File: src/inc/irq_mask_defs.vh
// Purpose: Constants for the interrupt enable masking block
// Assumes: Included by bare name from the enable masking rtl only
// Notes:   Offsets are byte addresses on the plain register port
`ifndef IRQ_MASK_DEFS_VH
`define IRQ_MASK_DEFS_VH

// ****************************************
// Register offsets
// ****************************************
`define ADDR_W          8
`define OFS_EN_MASK     8'ha8
`define OFS_PF_CTRL     8'hc0
`define OFS_IRQ_STAT    8'hc1
`define OFS_IRQ_MASK    8'hc2

// ****************************************
// Field positions
// ****************************************
`define BIT_GLOBAL      7
`define BIT_SERIAL1     6
`define BIT_TIMER2      5
`define BIT_SERIAL0     4
`define BIT_TIMER1      3
`define BIT_EXT1        2
`define BIT_TIMER0      1
`define BIT_EXT0        0
`define BIT_PF_EN       5
`define EVT_SRC_RISE    0
`define EVT_PF_LEVEL    1
`define EVT_GLB_FALL    2

// ****************************************
// Reset values and widths
// ****************************************
`define EN_MASK_RESET   8'h00
`define REG_W           8
`define SRC_N           7
`define EVT_N           3

`endif

File: src/rtl/irq_enable_mask.v
// Purpose: Interrupt enable masking between peripheral flags and core
// Assumes: All inputs synchronous to clk; plain register port
// Notes:   Priority resolution lives in the core, not here
//          Enable writes act from the cycle after the strobe
//          Status, mask and power-fail control sit beside the enable byte
//
// The plain strobed port was decided locally.
`timescale 1ns/100ps
`include "irq_mask_defs.vh"

module irq_enable_mask
(
  input  wire                 clk,
  input  wire                 rst,
  input  wire [`ADDR_W-1:0]   addr,
  input  wire [`REG_W-1:0]    wdata,
  input  wire                 wr,
  input  wire                 rd,
  output reg  [`REG_W-1:0]    rdata,
  input  wire                 serial1_rx_done_flag,
  input  wire                 serial1_tx_done_flag,
  input  wire                 timer2_overflow_flag,
  input  wire                 serial0_rx_done_flag,
  input  wire                 serial0_tx_done_flag,
  input  wire                 timer1_overflow_flag,
  input  wire                 ext_irq1_req,
  input  wire                 timer0_overflow_flag,
  input  wire                 ext_irq0_req,
  input  wire                 powerfail_req,
  output wire [`SRC_N-1:0]    src_req,
  output wire                 powerfail_irq,
  output wire                 core_irq_req,
  output wire                 irq
);

  // ****************************************
  // Registers
  // ****************************************
  reg  [`REG_W-1:0] interrupt_enable_mask_q;
  reg               powerfail_irq_enable_q;
  reg  [`EVT_N-1:0] irq_mask_q;
  wire [`EVT_N-1:0] irq_stat;
  wire [`SRC_N-1:0] src_flag;
  wire [`SRC_N-1:0] src_en;
  wire              global_irq_enable;
  wire              any_src;
  reg               core_req_prev_q;
  wire [`EVT_N-1:0] evt;
  wire              src_rise;
  wire              global_fall;

  // Bus decode
  reg               sel_en_mask;
  reg               sel_pf_ctrl;
  reg               sel_stat;
  reg               sel_mask;
  wire              wr_en_mask;
  wire              wr_pf;
  wire              wr_stat;
  wire              wr_mask;

  // Register next values
  reg  [`REG_W-1:0] interrupt_enable_mask_d;
  reg               powerfail_irq_enable_d;
  reg  [`EVT_N-1:0] irq_mask_d;

  // Read data
  reg  [`REG_W-1:0] rd_pf_ctrl;
  reg  [`REG_W-1:0] rd_stat;
  reg  [`REG_W-1:0] rd_mask;
  reg  [`REG_W-1:0] rdata_d;

  // ****************************************
  // Address decode
  // ****************************************
  // One-hot selects; an unmapped address selects nothing, so writes drop
  always @*
  begin
    sel_en_mask = 1'b0;
    sel_pf_ctrl = 1'b0;
    sel_stat    = 1'b0;
    sel_mask    = 1'b0;
    case (addr)
      `OFS_EN_MASK:
      begin
        sel_en_mask = 1'b1;
      end
      `OFS_PF_CTRL:
      begin
        sel_pf_ctrl = 1'b1;
      end
      `OFS_IRQ_STAT:
      begin
        sel_stat = 1'b1;
      end
      `OFS_IRQ_MASK:
      begin
        sel_mask = 1'b1;
      end
      default:
      begin
        sel_en_mask = 1'b0;
      end
    endcase
  end

  assign wr_en_mask = wr & sel_en_mask;
  assign wr_pf      = wr & sel_pf_ctrl;
  assign wr_stat    = wr & sel_stat;
  assign wr_mask    = wr & sel_mask;

  // ****************************************
  // Next register values
  // ****************************************
  // every enable bit freely writable
  always @*
  begin
    interrupt_enable_mask_d = interrupt_enable_mask_q;
    powerfail_irq_enable_d  = powerfail_irq_enable_q;
    irq_mask_d              = irq_mask_q;
    if (wr_en_mask)
    begin
      interrupt_enable_mask_d = wdata;
    end
    if (wr_pf)
    begin
      powerfail_irq_enable_d = wdata[`BIT_PF_EN];
    end
    if (wr_mask)
    begin
      irq_mask_d = wdata[`EVT_N-1:0];
    end
  end

  always @(posedge clk or posedge rst)
  begin
    if (rst)
    begin
      interrupt_enable_mask_q <= `EN_MASK_RESET;
      powerfail_irq_enable_q  <= 1'b0;
      irq_mask_q              <= {`EVT_N{1'b0}};
    end
    else
    begin
      interrupt_enable_mask_q <= interrupt_enable_mask_d;
      powerfail_irq_enable_q  <= powerfail_irq_enable_d;
      irq_mask_q              <= irq_mask_d;
    end
  end

  // ****************************************
  // Source gating
  // ****************************************
  assign global_irq_enable = interrupt_enable_mask_q[`BIT_GLOBAL];

  // ****************************************
  // Flag collection
  // ****************************************
  // Each serial port has one enable, so its two done flags merge first
  // serial pairs ORed; flags held by software
  assign src_flag[`BIT_SERIAL1] = serial1_rx_done_flag | serial1_tx_done_flag;
  assign src_flag[`BIT_TIMER2]  = timer2_overflow_flag;
  assign src_flag[`BIT_SERIAL0] = serial0_rx_done_flag | serial0_tx_done_flag;
  assign src_flag[`BIT_TIMER1]  = timer1_overflow_flag;
  assign src_flag[`BIT_EXT1]    = ext_irq1_req;
  assign src_flag[`BIT_TIMER0]  = timer0_overflow_flag;
  assign src_flag[`BIT_EXT0]    = ext_irq0_req;

  // global gate on every individual enable
  assign src_en = interrupt_enable_mask_q[`SRC_N-1:0] & {`SRC_N{global_irq_enable}};

  // One gate per source enable bit (bits 6..0, not the global bit 7); bit order follows the enable byte
  genvar i;
  generate
    for (i = 0; i < `SRC_N; i = i + 1)
    begin : g_src
      src_gate i_src_gate
      (
        .flag   (src_flag[i]),
        .enable (src_en[i]),
        .req    (src_req[i])
      );
    end
  endgenerate

  // ****************************************
  // Power-fail path and core request
  // ****************************************
  // Outside the global gate so a failing supply is never masked by it
  // power-fail bypasses the global gate
  assign powerfail_irq = powerfail_req & powerfail_irq_enable_q;

  assign any_src      = |src_req;
  assign core_irq_req = any_src | powerfail_irq;

  // ****************************************
  // Event status and interrupt output
  // ****************************************
  always @(posedge clk or posedge rst)
  begin
    if (rst)
    begin
      core_req_prev_q <= 1'b0;
    end
    else
    begin
      core_req_prev_q <= any_src;
    end
  end

  // Rising edge only, so a flag held by software does not refire
  // the status bit after it has been cleared
  assign src_rise    = any_src & ~core_req_prev_q;
  // Software turned the global enable from on to off
  assign global_fall = wr_en_mask & ~wdata[`BIT_GLOBAL] & global_irq_enable;

  assign evt[`EVT_SRC_RISE] = src_rise;
  // Level event: power-fail keeps setting its bit while requested and enabled
  assign evt[`EVT_PF_LEVEL] = powerfail_irq;
  assign evt[`EVT_GLB_FALL] = global_fall;

  event_stat #(.N(`EVT_N)) i_event_stat
  (
    .clk      (clk),
    .rst      (rst),
    .event_in (evt),
    .clr_we   (wr_stat),
    .clr_bits (wdata[`EVT_N-1:0]),
    .stat_q   (irq_stat)
  );

  // Level output: high until software clears or masks the status bit
  assign irq = |(irq_stat & irq_mask_q);

  // ****************************************
  // Read port
  // ****************************************
  // Field placement per readable register; unused bits read as zero
  always @*
  begin
    rd_pf_ctrl             = {`REG_W{1'b0}};
    rd_pf_ctrl[`BIT_PF_EN] = powerfail_irq_enable_q;
    rd_stat                = {`REG_W{1'b0}};
    rd_stat[`EVT_N-1:0]    = irq_stat;
    rd_mask                = {`REG_W{1'b0}};
    rd_mask[`EVT_N-1:0]    = irq_mask_q;
  end

  // Unmapped reads return zero rather than stale bus data
  always @*
  begin
    rdata_d = {`REG_W{1'b0}};
    if (rd)
    begin
      case (addr)
        `OFS_EN_MASK:
        begin
          rdata_d = interrupt_enable_mask_q;
        end
        `OFS_PF_CTRL:
        begin
          rdata_d = rd_pf_ctrl;
        end
        `OFS_IRQ_STAT:
        begin
          rdata_d = rd_stat;
        end
        `OFS_IRQ_MASK:
        begin
          rdata_d = rd_mask;
        end
        default:
        begin
          rdata_d = {`REG_W{1'b0}};
        end
      endcase
    end
  end

  // Read data stand one cycle after the strobe, then drop to zero
  always @(posedge clk or posedge rst)
  begin
    if (rst)
    begin
      rdata <= {`REG_W{1'b0}};
    end
    else
    begin
      rdata <= rdata_d;
    end
  end

endmodule

File: src/rtl/src_gate.v
// Purpose: One source's enable gate
// Assumes: Flag and enable are synchronous levels
// Notes:   Pure combinational
`timescale 1ns/100ps

module src_gate
(
  input  wire flag,
  input  wire enable,
  output wire req
);

  assign req = flag & enable;

endmodule

File: src/rtl/event_stat.v
// Purpose: Sticky event status bits with write-one-to-clear
// Assumes: Events are one-cycle or level, synchronous to clk
// Notes:   Set wins over a clear in the same cycle
`timescale 1ns/100ps

module event_stat
#(
  parameter N = 3
)
(
  input  wire         clk,
  input  wire         rst,
  input  wire [N-1:0] event_in,
  input  wire         clr_we,
  input  wire [N-1:0] clr_bits,
  output reg  [N-1:0] stat_q
);

  reg [N-1:0] stat_d;

  always @*
  begin
    stat_d = stat_q;
    if (clr_we)
    begin
      stat_d = stat_d & ~clr_bits;
    end
    stat_d = stat_d | event_in;
  end

  always @(posedge clk or posedge rst)
  begin
    if (rst)
    begin
      stat_q <= {N{1'b0}};
    end
    else
    begin
      stat_q <= stat_d;
    end
  end

endmodule

File: config.mk
export PLATFORM = sky130hd
export DESIGN_NAME = irq_enable_mask
export DESIGN_NICKNAME = d
export VERILOG_FILES = /design/src/rtl/irq_enable_mask.v /design/src/rtl/src_gate.v /design/src/rtl/event_stat.v
export VERILOG_INCLUDE_DIRS = /design/src /design/src/inc
export SDC_FILE = /design/constraint.sdc
export NUM_CORES = 1
export LEC_CHECK = 0
export ABC_AREA = 1
export BUFFER_PORTS_ARGS = -buffer_cell sky130_fd_sc_hd__buf_4
export CAP_MARGIN = 20
export CORE_MARGIN = 4
export CORE_UTILIZATION = 45
export DETAILED_ROUTE_END_ITERATION = 6
export PLACE_DENSITY = 0.71
export SKIP_LAST_GASP = 1
export SLEW_MARGIN = 15
export SYNTH_ARGS = -nofsm -noshare
export SYNTH_HDL_FRONTEND = slang
export SYNTH_SLANG_ARGS = --single-unit
export TNS_END_PERCENT = 30
File: constraint.sdc
create_clock -name clk -period 2.7 [get_ports clk]
set_input_delay 0.135 -clock clk [delete_from_list [all_inputs] [get_ports clk]]
set_output_delay 0.135 -clock clk [all_outputs]
set_load 0.05 [all_outputs]
==> key figures <==
STA
  • Fmax achieved: approximately 0.58 GHz
  • Hold Violations, Final: 0
  • Clock Skews: 0.00453 ns
  • Fin crit share: 0.641
  • Worst Setup Slack, final: between 0.9 and 1 ns
  • Worst-margin pin slew: roughly 0.90 ns
  • Fin crit period: 1.73 ns
  • Final slew viol count: 0
  • Relative slew margins: 0.399
  • Unrepaired setup endpoints after global routing: false
  • Setup TNS Final: 0 ns
  • Final setup violation count: 0

CTS
  • H-tree lvl count: 1
  • Post_cts resized: 0
  • Worst skew pair latency: about 0.31 ns
  • Clock Root Buffer: clkbuf_4
  • Cts bufs inserted: 3
  • Hold Buf Count CTS: 0
  • Clock Path Buffers: 2
  • Clock Sinks: 24
  • CTS tree: built
  • CTS clk-pin slew, worst paths: between 0.1 and 0.15 ns
  • Setup Buffers After CTS: 0

Drt
  • Routed Antenna Nets: 0
  • Initial DRC count: 35
  • Wirelength per Cell: between 10 and 15 um
  • Drt via density: 4.71
  • # DRC: 0
  • Total vias in the final route: ~1200
  • Total Wirelength: roughly 3000 um
  • TritonRoute pass-1 iters: 4

Setup path
  • Crit-path leading delay family: flip-flops
  • Worst setup SP type: flop
  • CP max-delay cell: dfrtp_1
  • CP cell instances: inv_1, nor3_2, nor2_1, nand3_1, buf_4
  • Critical Path Max Stage Delay: 0.51 ns
  • WP buf/inv: 2
  • CP arrival: roughly 1.6 ns
  • Setup crit end kind: primary output
  • Crit-path max FO: 8
  • CP Data Required Time: between 2 and 3 ns
  • Setup CP Type: flop to primary output

Floorplan
  • Initial Utilization: 0.469
  • Die H: 61.6 um
  • Row cnt: 19
  • DIE AREA: about 3800 sq um
  • Die width: 61.6 um
  • Top Ports: 48
  • Core area: 2760 sq um

Logic synthesis
  • Share of the synthesized area in the top cell type: 0.465
  • Post-Syn Area: between 1000 and 1500 sq um
  • Post-Syn Area per Cell: 7.30 sq um
  • Yosys warnings: 0
  • Syn Nets: slightly above 200
  • Synth area leader: dfrtp_1
  • Syn Inst Count: approximately 180
  • Post-synth cell types: 16
  • Number of synthesized register bits: 24
  • Sequential share of the synthesized area: 0.465
  • Synth area leaders: dfrtp_1, nand2_1, inv_1

GRT
  • Antenna violations before repair: 0
  • First-pass GRT wire length: 4790 um
  • GR Overflow Total: 0
  • Largest net degree at the start of global routing: 25
  • GR Util All Layers: 0.172
  • Vias in the first global route: around 1100

Worst hold path
  • Hold WC Path Type: input port to asynchronous set/reset pin

Flow run
  • # Max-Cap Violations: 0

Finish
  • Ant. Diodes: 0
  • Utilization after layout: 0.602
  • Most frequent cells in the layout: nand2_1, buf_4, inv_1
  • Most common cell after layout, fill and taps aside: nand2_1
  • Nets@finish: 251
  • Non-Filler Instances: between 200 and 300
  • Layout area overhead: 28.5%
  • Share of layout cells above drive strength 1: 0.268

Placement
  • Placed instance count: 247
  • Final HPWL DP: 2510 um
  • Input/output buffers: 47
  • Gpl congestion: slightly above 0.8
  • Placement Setup Slack: 1.36 ns

Power
  • Power Density: roughly 460 nW/um^2
  • LEAKAGE: 0.000967 uW
  • Max VDD drop: between 0.5 and 0.6 mV

Status
  • Status: finished clean
==> stage by stage <==
stage	area [sq um]	power, uW	hold slack, ns
floorplan	1290	517	0.150
global placement	1620	581	0.344
detailed placement	1620	586	0.346
CTS	1660	770	0.0142
global route	1660	805	0.00307
finish	1660	763	0.00380
==> cell type report <==
class | instances | area [sq um]
flip-flops and latches | 24 | 601
clock buffers | 4 | 36.3
fillers | 284 | 1100
multi-input cells | 113 | 507
inverters | 32 | 125
well taps | 31 | 38.8
repair buffers | 47 | 353
==> path summary, 6_finish.rpt <==
path                       depth (start not counted)                  startpoint  slack [ns]                    endpoint
min                                                2                         rst       0.004                    rdata[2]
max                                                5  interrupt_enable_mask_q[7]        0.97                core_irq_req
max in group asynchronous                          2                         rst        2.14  interrupt_enable_mask_q[7]
min in group clk                                   3                    wdata[4]        0.02  interrupt_enable_mask_q[4]
max reg2reg                                        6  interrupt_enable_mask_q[7]        1.44      i_event_stat.stat_q[0]
min reg2reg                                        3             core_req_prev_q        0.50      i_event_stat.stat_q[0]
==> power by group <==
part           internal [uW]  switching [uW]  leakage [uW]  total (uW)
Sequential               378            14.4      0.000288         392
Combinational           67.1             119      0.000658         187
Clock                   82.4             101     0.0000210         184
Total                    527             235      0.000967         763
==> per-layer routing <==
layer	track usage	up-vias	wire, um
met3	0.0461	2	184
met1	0.215	535	1330
met4	0.0273	0	12
met2	0.302	28	1530
met5	0	-	0
li1	-	616	-
==> flip-flops by register name, indices dropped and copies added, names as in the netlist <==
name	cells
interrupt_enable_mask_q	8
rdata	8
i_event_stat.stat_q	3
irq_mask_q	3
core_req_prev_q	1
powerfail_irq_enable_q	1
==> logic make-up after synthesis <==
family,after synthesis,share of synthesized area
AO/OA/AOI/OAI,16,0.0620
flip-flops,24,0.465
buffers and inverters,40,0.143
AND/OR/NAND/NOR,97,0.330
==> cell usage after synthesis <==
cell	number
nand2_2	2
nor3_2	1
nand2_1	51
inv_1	31
buf_4	8
nor2_4	3
dfrtp_1	24
nand4_1	1
clkinv_4	1
a21oi_1	2
nor2_1	23
o21ai_1	1
nand3_1	9
nand2_4	1
nor3_1	6
o21ai_0	13
(Power assumes the default switching activity.)
